### config.mk
export PLATFORM = sky130hd
export DESIGN_NAME = imd_regs
export DESIGN_NICKNAME = d
export VERILOG_FILES = /design/src/inc/imd_pkg.sv /design/src/rtl/imd_prediv.sv /design/src/rtl/imd_regs.sv
export SDC_FILE = /design/constraint.sdc
export NUM_CORES = 1
export LEC_CHECK = 0
export BUFFER_PORTS_ARGS = -buffer_cell sky130_fd_sc_hd__buf_2
export CAP_MARGIN = 40
export CORE_ASPECT_RATIO = 1.5
export CORE_MARGIN = 2
export CORE_UTILIZATION = 56
export DETAILED_ROUTE_END_ITERATION = 6
export GPL_TIMING_DRIVEN = 0
export PLACE_DENSITY = 0.82
export REMOVE_ABC_BUFFERS = 1
export SYNTH_ARGS = -nofsm -noshare
export SYNTH_HDL_FRONTEND = slang
export SYNTH_HIERARCHICAL = 1
export SYNTH_SLANG_ARGS = --single-unit
### constraint.sdc
create_clock -name clk -period 4 [get_ports clk]
set_clock_uncertainty 0.2 [all_clocks]
set_input_delay 0.4 -clock clk [delete_from_list [all_inputs] [get_ports clk]]
set_output_delay 0.4 -clock clk [all_outputs]
set_load 0.01 [all_outputs]
### src/inc/imd_pkg.sv
package imd_pkg;

	localparam logic [7:0]  ADDR_MASK_TOP   = 8'h45;
	localparam logic [7:0]  ADDR_DIV_LOW    = 8'h46;
	localparam logic [7:0]  ADDR_DIV_HIGH   = 8'h47;
	localparam logic [7:0]  ADDR_IRQ_STAT   = 8'h50;
	localparam logic [7:0]  ADDR_IRQ_MASK   = 8'h51;
	localparam logic [7:0]  ADDR_DIV_SEL    = 8'h52;

	localparam logic [7:0]  RST_MASK_TOP    = 8'h00;
	localparam logic [7:0]  RST_DIV_LOW     = 8'hFF;
	localparam logic [7:0]  RST_DIV_HIGH    = 8'h3F;
	localparam logic [7:0]  RST_IRQ_MASK    = 8'h00;
	localparam logic [7:0]  RST_DIV_SEL     = 8'h00;
	localparam logic [7:0]  RST_IRQ_STAT    = 8'h00;

	localparam int          SEC_MASK_BIT    = 6;
	localparam logic [7:0]  MASK_TOP_LIVE   = 8'h40;
	localparam logic [7:0]  DIV_HIGH_LIVE   = 8'h3F;
	localparam int          DIV_W           = 14;

	localparam int          IRQ_SEC_CHG     = 0;
	localparam int          IRQ_DIV_WRAP    = 1;
	localparam logic [7:0]  IRQ_LIVE        = 8'h03;

	typedef struct packed {
		logic        cyc;
		logic        stb;
		logic        we;
		logic [7:0]  adr;
		logic [3:0]  sel;
		logic [31:0] dat;
	} imd_wb_req_t;

	typedef struct packed {
		logic        ack;
		logic [31:0] dat;
	} imd_wb_rsp_t;

endpackage : imd_pkg

### src/rtl/imd_prediv.sv
`timescale 1ns/10ps
module imd_prediv (
	input  wire logic                      clk,
	input  wire logic                      rst_n,
	input  wire logic                      ref_en,
	input  wire logic [imd_pkg::DIV_W-1:0] factor,
	output logic                           div_pulse
);
	import imd_pkg::*;

	logic [DIV_W-1:0] count_ff;

	// Divide by factor plus one: count 0..factor, pulse on the wrap.
	always_ff @(posedge clk) begin
		if (!rst_n) begin
			count_ff  <= '0;
			div_pulse <= 1'b0;
		end else begin
			div_pulse <= 1'b0;
			if (ref_en) begin
				if (count_ff >= factor) begin
					count_ff  <= '0;
					div_pulse <= 1'b1;
				end else begin
					count_ff <= count_ff + 1'b1;
				end
			end
		end
	end

endmodule : imd_prediv

### src/rtl/imd_regs.sv
// The Wishbone register port was decided locally.
`timescale 1ns/10ps
//
// Contract
// - Mask bit 6 gates secondary-path change interrupt.
// - Mask top byte read/write in bit 6 only, other bits read zero, resets zero.
// - Factor low byte read/write, resets all ones.
// - Factor high six bits, resets 0x3F.
// - Selected input divided by factor plus one.
module imd_regs (
	input  wire logic                 clk,
	input  wire logic                 rst_n,
	input  wire imd_pkg::imd_wb_req_t wb_req,
	output imd_pkg::imd_wb_rsp_t      wb_rsp,
	input  wire logic                 secondary_path_state,
	input  wire logic                 ref_in,
	output logic                      div_out_ff,
	output logic                      irq_ff
);
	import imd_pkg::*;

	logic [7:0]       mask_top_ff;
	logic [7:0]       div_low_ff;
	logic [7:0]       div_high_ff;
	logic [7:0]       irq_stat_ff;
	logic [7:0]       irq_mask_ff;
	logic [7:0]       div_sel_ff;
	logic             ack_ff;
	logic [31:0]      rdat_ff;
	logic [1:0]       sec_sync_ff;
	logic             sec_prev_ff;
	logic [1:0]       ref_sync_ff;
	logic             ref_prev_ff;
	logic             wb_hit;
	logic             wb_wr;
	logic             wb_rd;
	logic             lane0;
	logic             sec_chg;
	logic             ref_rise;
	logic             div_pulse;
	logic [DIV_W-1:0] factor;
	logic [7:0]       nxt_rdat;
	logic [7:0]       irq_set;

	assign wb_rsp = '{ack: ack_ff, dat: rdat_ff};

	// One wait state: ack follows the request by one edge, then drops.
	// A write lands at the edge that sees ack high, where the master
	// samples it too, so a request abandoned early writes nothing.
	assign wb_hit = wb_req.cyc && wb_req.stb && !ack_ff;
	assign wb_wr  = wb_req.cyc && wb_req.stb && wb_req.we && ack_ff;
	assign wb_rd  = wb_hit && !wb_req.we;
	assign lane0  = wb_req.sel[0];

	always_ff @(posedge clk) begin
		if (!rst_n) begin
			ack_ff <= 1'b0;
		end else begin
			ack_ff <= wb_hit;
		end
	end

	always_comb begin
		case (wb_req.adr)
			ADDR_MASK_TOP: nxt_rdat = mask_top_ff;
			ADDR_DIV_LOW:  nxt_rdat = div_low_ff;
			ADDR_DIV_HIGH: nxt_rdat = div_high_ff;
			ADDR_IRQ_STAT: nxt_rdat = irq_stat_ff;
			ADDR_IRQ_MASK: nxt_rdat = irq_mask_ff;
			ADDR_DIV_SEL:  nxt_rdat = div_sel_ff;
			default:       nxt_rdat = 8'h00;
		endcase
	end

	always_ff @(posedge clk) begin
		if (!rst_n) begin
			rdat_ff <= 32'h0000_0000;
		end else if (wb_rd) begin
			rdat_ff <= {24'h00_0000, nxt_rdat};
		end
	end

	// Unused bits are never stored, so they always read as zero.
	always_ff @(posedge clk) begin
		if (!rst_n) begin
			mask_top_ff <= RST_MASK_TOP;
		end else if (wb_wr && lane0 && wb_req.adr == ADDR_MASK_TOP) begin
			mask_top_ff <= wb_req.dat[7:0] & MASK_TOP_LIVE;
		end
	end

	always_ff @(posedge clk) begin
		if (!rst_n) begin
			div_low_ff <= RST_DIV_LOW;
		end else if (wb_wr && lane0 && wb_req.adr == ADDR_DIV_LOW) begin
			div_low_ff <= wb_req.dat[7:0];
		end
	end

	always_ff @(posedge clk) begin
		if (!rst_n) begin
			div_high_ff <= RST_DIV_HIGH;
		end else if (wb_wr && lane0 && wb_req.adr == ADDR_DIV_HIGH) begin
			div_high_ff <= wb_req.dat[7:0] & DIV_HIGH_LIVE;
		end
	end

	always_ff @(posedge clk) begin
		if (!rst_n) begin
			irq_mask_ff <= RST_IRQ_MASK;
			div_sel_ff  <= RST_DIV_SEL;
		end else if (wb_wr && lane0) begin
			if (wb_req.adr == ADDR_IRQ_MASK) begin
				irq_mask_ff <= wb_req.dat[7:0] & IRQ_LIVE;
			end
			if (wb_req.adr == ADDR_DIV_SEL) begin
				div_sel_ff <= {7'h00, wb_req.dat[0]};
			end
		end
	end

	// Pins come from outside the clock domain, so two flops first.
	always_ff @(posedge clk) begin
		if (!rst_n) begin
			sec_sync_ff <= 2'h0;
			sec_prev_ff <= 1'b0;
			ref_sync_ff <= 2'h0;
			ref_prev_ff <= 1'b0;
		end else begin
			sec_sync_ff <= {sec_sync_ff[0], secondary_path_state};
			sec_prev_ff <= sec_sync_ff[1];
			ref_sync_ff <= {ref_sync_ff[0], ref_in};
			ref_prev_ff <= ref_sync_ff[1];
		end
	end

	assign sec_chg  = sec_sync_ff[1] ^ sec_prev_ff;
	assign ref_rise = ref_sync_ff[1] && !ref_prev_ff;

	// The factor is read live from both bytes, so the newest pair applies.
	assign factor = {div_high_ff[5:0], div_low_ff};

	imd_prediv u_prediv (
		.clk       (clk),
		.rst_n     (rst_n),
		.ref_en    (ref_rise && div_sel_ff[0]),
		.factor    (factor),
		.div_pulse (div_pulse)
	);

	// Divided output toggles per wrap, giving one full cycle per 2*(factor+1) edges.
	always_ff @(posedge clk) begin
		if (!rst_n) begin
			div_out_ff <= 1'b0;
		end else if (div_pulse) begin
			div_out_ff <= !div_out_ff;
		end
	end

	always_comb begin
		irq_set = 8'h00;
		irq_set[IRQ_SEC_CHG]  = sec_chg && mask_top_ff[SEC_MASK_BIT];
		irq_set[IRQ_DIV_WRAP] = div_pulse;
	end

	// A read clears status, but an event landing in that cycle survives.
	always_ff @(posedge clk) begin
		if (!rst_n) begin
			irq_stat_ff <= RST_IRQ_STAT;
		end else if (wb_rd && wb_req.adr == ADDR_IRQ_STAT) begin
			irq_stat_ff <= irq_set;
		end else begin
			irq_stat_ff <= irq_stat_ff | irq_set;
		end
	end

	always_ff @(posedge clk) begin
		if (!rst_n) begin
			irq_ff <= 1'b0;
		end else begin
			irq_ff <= |(irq_stat_ff & irq_mask_ff);
		end
	end

	AST_SEC_MASKED: assert property (@(posedge clk) disable iff (!rst_n)
		!mask_top_ff[SEC_MASK_BIT] |=> !irq_stat_ff[IRQ_SEC_CHG] ||
			$past(irq_stat_ff[IRQ_SEC_CHG]))
		else $error("masked secondary change set status");

	AST_SEC_UNMASKED: assert property (@(posedge clk) disable iff (!rst_n)
		sec_chg && mask_top_ff[SEC_MASK_BIT] |=> irq_stat_ff[IRQ_SEC_CHG])
		else $error("unmasked secondary change lost");

	AST_MASK_RESV: assert property (@(posedge clk) disable iff (!rst_n)
		(mask_top_ff & ~MASK_TOP_LIVE) == 8'h00)
		else $error("mask top unused bit set");

	AST_MASK_WRITE: assert property (@(posedge clk) disable iff (!rst_n)
		wb_wr && lane0 && wb_req.adr == ADDR_MASK_TOP |=>
			mask_top_ff == ($past(wb_req.dat[7:0]) & MASK_TOP_LIVE))
		else $error("mask top write not stored");

	AST_LOW_WRITE: assert property (@(posedge clk) disable iff (!rst_n)
		wb_wr && lane0 && wb_req.adr == ADDR_DIV_LOW |=>
			div_low_ff == $past(wb_req.dat[7:0]))
		else $error("factor low write not stored");

	AST_HIGH_RESV: assert property (@(posedge clk) disable iff (!rst_n)
		div_high_ff[7:6] == 2'h0)
		else $error("factor high unused bits set");

	AST_HIGH_WRITE: assert property (@(posedge clk) disable iff (!rst_n)
		wb_wr && lane0 && wb_req.adr == ADDR_DIV_HIGH |=>
			div_high_ff == ($past(wb_req.dat[7:0]) & DIV_HIGH_LIVE))
		else $error("factor high write not stored");

	AST_DIV_TOGGLE: assert property (@(posedge clk) disable iff (!rst_n)
		div_pulse |=> div_out_ff != $past(div_out_ff))
		else $error("divided output did not toggle");

	AST_FACTOR: assert property (@(posedge clk) disable iff (!rst_n)
		wb_wr && lane0 && wb_req.adr == ADDR_DIV_HIGH |=>
			factor == {$past(wb_req.dat[5:0]), $past(div_low_ff)})
		else $error("factor not formed from both bytes");

	AST_ACK_ONE: assert property (@(posedge clk) disable iff (!rst_n)
		ack_ff |=> !ack_ff)
		else $error("ack held two cycles");

	AST_MASK_HOLD: assert property (@(posedge clk) disable iff (!rst_n)
		!(wb_wr && lane0 && wb_req.adr == ADDR_MASK_TOP) |=>
			$stable(mask_top_ff))
		else $error("mask top changed without a write");

	AST_LOW_HOLD: assert property (@(posedge clk) disable iff (!rst_n)
		!(wb_wr && lane0 && wb_req.adr == ADDR_DIV_LOW) |=>
			$stable(div_low_ff))
		else $error("factor low changed without a write");

	AST_HIGH_HOLD: assert property (@(posedge clk) disable iff (!rst_n)
		!(wb_wr && lane0 && wb_req.adr == ADDR_DIV_HIGH) |=>
			$stable(div_high_ff))
		else $error("factor high changed without a write");

	AST_MASK_READ: assert property (@(posedge clk) disable iff (!rst_n)
		wb_rd && wb_req.adr == ADDR_MASK_TOP |=>
			wb_rsp.dat == {24'h00_0000, $past(mask_top_ff)})
		else $error("mask top read wrong");

	AST_LOW_READ: assert property (@(posedge clk) disable iff (!rst_n)
		wb_rd && wb_req.adr == ADDR_DIV_LOW |=>
			wb_rsp.dat == {24'h00_0000, $past(div_low_ff)})
		else $error("factor low read wrong");

	AST_HIGH_READ: assert property (@(posedge clk) disable iff (!rst_n)
		wb_rd && wb_req.adr == ADDR_DIV_HIGH |=>
			wb_rsp.dat == {24'h00_0000, $past(div_high_ff)})
		else $error("factor high read wrong");

	AST_FACT_LOW: assert property (@(posedge clk) disable iff (!rst_n)
		wb_wr && lane0 && wb_req.adr == ADDR_DIV_LOW |=>
			factor == {$past(div_high_ff[5:0]), $past(wb_req.dat[7:0])})
		else $error("factor low write not applied");

	AST_DIV_QUIET: assert property (@(posedge clk) disable iff (!rst_n)
		!div_sel_ff[0] |=> !div_pulse)
		else $error("divider ran while deselected");

	AST_SEC_SILENT: assert property (@(posedge clk) disable iff (!rst_n)
		!mask_top_ff[SEC_MASK_BIT] |-> !irq_set[IRQ_SEC_CHG])
		else $error("masked secondary change raised an event");

	AST_STAT_SET: assert property (@(posedge clk) disable iff (!rst_n)
		irq_set != 8'h00 |=>
			(irq_stat_ff & $past(irq_set)) == $past(irq_set))
		else $error("event did not set status");

	AST_STAT_CLR: assert property (@(posedge clk) disable iff (!rst_n)
		wb_rd && wb_req.adr == ADDR_IRQ_STAT |=>
			irq_stat_ff == $past(irq_set))
		else $error("status read did not clear");

	AST_IRQ_LEVEL: assert property (@(posedge clk) disable iff (!rst_n)
		irq_ff == $past(|(irq_stat_ff & irq_mask_ff)))
		else $error("interrupt level wrong");

	AST_ACK_ANSWER: assert property (@(posedge clk) disable iff (!rst_n)
		wb_hit |=> ack_ff)
		else $error("request not acknowledged");

	AST_RD_UPPER: assert property (@(posedge clk) disable iff (!rst_n)
		ack_ff |-> wb_rsp.dat[31:8] == 24'h00_0000)
		else $error("read data upper bits set");

	COV_MASK_WR: cover property (@(posedge clk) disable iff (!rst_n)
		wb_wr && wb_req.adr == ADDR_MASK_TOP);
	COV_SEC_IRQ: cover property (@(posedge clk) disable iff (!rst_n)
		irq_stat_ff[IRQ_SEC_CHG] && irq_ff);
	COV_DIV_PULSE: cover property (@(posedge clk) disable iff (!rst_n)
		div_pulse);
	COV_STAT_CLR: cover property (@(posedge clk) disable iff (!rst_n)
		wb_rd && wb_req.adr == ADDR_IRQ_STAT && irq_stat_ff != 8'h00);

endmodule : imd_regs

==> summary.md <==
| Metric | Value |
|---|---|
| Commonest non-fill, non-tap cells in the layout | `52 x dfxtp_1, 40 x nand3_1, 34 x buf_2` |
| Nets | `roughly 430` |
| Post-Syn Area | `slightly below 3000 µm²` |
| Number of global-route vias before repair | `about 2300` |
| WL/cell | `around 14 µm` |
| Area contributors post-synth | `dfxtp_1 36%, buf_4 7.0%, nand3_1 6.9%, ha_1 6.5%, nor2_1 3.5%` |
| Critical Path AT | `2.22 ns` |
| Startpoint type of the worst setup path | `flip-flop` |
| Synth Instances | `approximately 340` |
| Cell taking the most area after synthesis | `dfxtp_1` |
| Final ANT Viol Nets | `0` |
| Pwr dens | `320.2 nW/µm²` |
| Critical path, cell by cell | `inv_1 -> ha_1 -> nand4_1 -> nor2_1 -> a211oi_2 -> o221ai_2 -> nor2_1` |
| Layout area overhead | `7.805%` |
| DP Wirelength | `4.640 mm` |
| Bufs on Longest Clock Path | `2` |
| Final hold violation count | `0` |
| Top cell type's share of synthesized area | `0.3588` |
| Number of max-cap violations | `0` |
| CP required | `3.96 ns` |
| Min Tclk post-route | `roughly 2.3 ns` |
| Outcome | `completed` |
| Rows | `32` |
| Post-CTS Resized | `0` |
| Setup Viol. Count Final | `0` |
| Initial DRC Count | `77` |
| Async set or reset register ratio after synthesis | `0` |
| H-Tree Depth | `2` |
| Num ports | `between 80 and 90` |
| CP Capture Type | `flip-flop` |
| Die Height | `~90 µm` |
| Worst hold path type | `input port to flip-flop` |
| Total clock sinks | `52` |
| Initial antenna violation count | `0` |
| Num CTS Buffers | `5` |
| First-pass DRT Iterations | `4` |
| Core box area | `approximately 5100 µm²` |
| Cell mode on critical path | `nor2_1` |
| Primary FF master, synth | `dfxtp_1` |
| Die W | `approximately 63 µm` |
| Maximum VDD drop | `~0.00019 V` |
| Measured slew at the worst slew-check pin | `0.6493 ns` |
| Synth cell types | `about 50` |
| Rel. slew slack | `0.5671` |
| Clock root buffer | `clkbuf_8` |
| Post-CTS setup buffers | `0` |
| Ant. Diodes | `0` |
| Post-route clock period utilization | `0.5650` |
| DRC | `0` |
| Die area | `5785 µm²` |
| Peak Freq | `442.5 MHz` |
| Wirelength, routed | `a little over 6 mm` |
| CP Max Fanout | `13` |
| Share of layout cells above drive strength 1 | `0.1576` |
| Vias post-DR | `between 2000 and 2500` |
| Synth Area per Inst | `8.509 µm²` |
| Pin count of the biggest net entering global routing | `26` |
| Vias/cell | `5.509` |
| Critical setup path kind | `flip-flop to flip-flop` |
| Aggregate global-route resource usage | `0.2209` |
| Max incr delay on CP | `between 0.5 and 0.6 ns` |
| Buffers on Ports | `34` |
| Fin Setup TNS | `0 ns` |
| Post-synth EDFFs | `0` |
| Cell Count, Final, Fillers Out | `between 400 and 500` |
| Clk Latency, worst-skew pair | `0.31 ns` |
| Yosys Warn Count | `6` |
| Area of the multi-input gates | `roughly 1600 µm²` |
| Cell Count Post-Placement | `429` |
| Most common cell after layout, fill and taps aside | `dfxtp_1` |
| Leak | `about 0.0014 µW` |
| Slowest CP cell | `o221ai_2` |
| RSZ-0062 raised after global routing | `false` |
| Initial Util | `0.5706` |
| Clock transition at path regs | `0.10 ns` |
| Final GP Congestion | `between 0.8 and 0.9` |
| Slew Limit Fails | `0` |
| First-pass GRT wire length | `roughly 10 mm` |
| Sequential element share of the synthesized area | `0.3588` |
| Storage cell area | `1041 µm²` |
| CTS tree | `built` |
| FF+latch count, synth | `52` |
| Hold buffers post-CTS | `0` |
| FILL cells | `between 400 and 500` |
| Total grt overflow | `0` |
flip-flops by register name, indices dropped and copies added, names as in the netlist:
register and count:
rdat_ff 8, div_sel_ff 1, u_prediv/count_ff 14, div_low_ff 8, sec_sync_ff 2, u_prediv/div_pulse 1
div_high_ff 6, ack_ff 1, ref_sync_ff 2, sec_prev_ff 1, div_out_ff 1, mask_top_ff 1
irq_mask_ff 2, irq_stat_ff 2, ref_prev_ff 1, irq_ff 1
path summary, 6_finish.rpt:
path	to	from	slack [ns]	depth (start not counted)
setup / recovery	u_prediv/count_ff[2]	div_high_ff[4]	1.74	7
hold / removal	sec_sync_ff[0]	secondary_path_state	0.1	2
setup reg to reg	u_prediv/count_ff[2]	div_high_ff[4]	1.74	7
hold reg to reg	ref_sync_ff[1]	ref_sync_ff[0]	0.25	1
final cells by class:
type / count / share of cell area
Inverter: 19 / 0.02280
Sequential cell: 52 / 0.3328
Multi-Input combinational cell: 255 / 0.5192
Tap cell: 68 / 0.02720
Clock buffer: 5 / 0.02200
Timing Repair Buffer: 35 / 0.05680
Clock inverter: 2 / 0.01920
power by group:
group          total, µW  switching, µW  internal, µW
Sequential           521           1.15           520
Combinational       60.5           42.0          18.6
Clock                420            174           246
logic make-up (layout without fill, tap and decap cells):
logic type      after synthesis  after routing  share of synthesized area
compound gates               53             53                     0.1147
mux                           8              8                    0.02932
simple gates                141            141                     0.2777
xor+xnor                     14             14                    0.04226
flops                        52             52                     0.3588
buf+inv                      57             61                     0.1113
fa+ha+maj                    15             15                    0.06468
other cells                   1             24                   0.001292
cell usage after synthesis, types with 2 or more instances:
library cell / number
o31ai_1: 4
nand2b_1: 5
nor4b_4: 2
o21ai_0: 15
a21oi_1: 19
nor2b_1: 6
nor2_1: 27
nand4_1: 12
ha_1: 15
xor2_1: 6
buf_4: 27
nand3_1: 40
inv_1: 19
a22oi_1: 2
clkbuf_1: 10
mux2_2: 4
nand2_1: 21
a22o_1: 2
nor3_1: 3
and3_1: 4
and2_1: 8
dfxtp_1: 52
xnor2_1: 8
mux2i_1: 4
and3b_1: 2
metal layers:
layer	up-vias	track usage	part of all wire
met5	-	0	0
met4	0	0.1167	0.040
met1	1125	0.2440	0.40
li1	1190	-	-
met2	67	0.4050	0.52
met3	20	0.02945	0.037
stage by stage:
step	worst slack (ns)	area (µm²)	total power, µW	utilization	hold WS (ns)
3_5_place_dp	1.729	2999	592.7	0.5898	0.2229
3_3_place_gp	1.774	2992	591.6	0.5883	0.2263
2_1_floorplan	2.155	2736	564.5	-	0.2118
5_1_grt	1.575	3128	1027	0.6152	0.09547
4_1_cts	1.713	3128	1005	0.6152	0.09720
6_report	1.740	3128	1002	0.6152	0.09862
critical path: cells and delay by family (launching register included):
family / cells / cell delay [ns]
and+or+nand+nor: 3 / 0.50
DFF: 1 / 0.36
AOI/OAI and AO/OA: 2 / 0.69
buffers and inverters: 1 / 0.05
adders and majority gates: 1 / 0.29
Power figures use the tool's default switching activity.
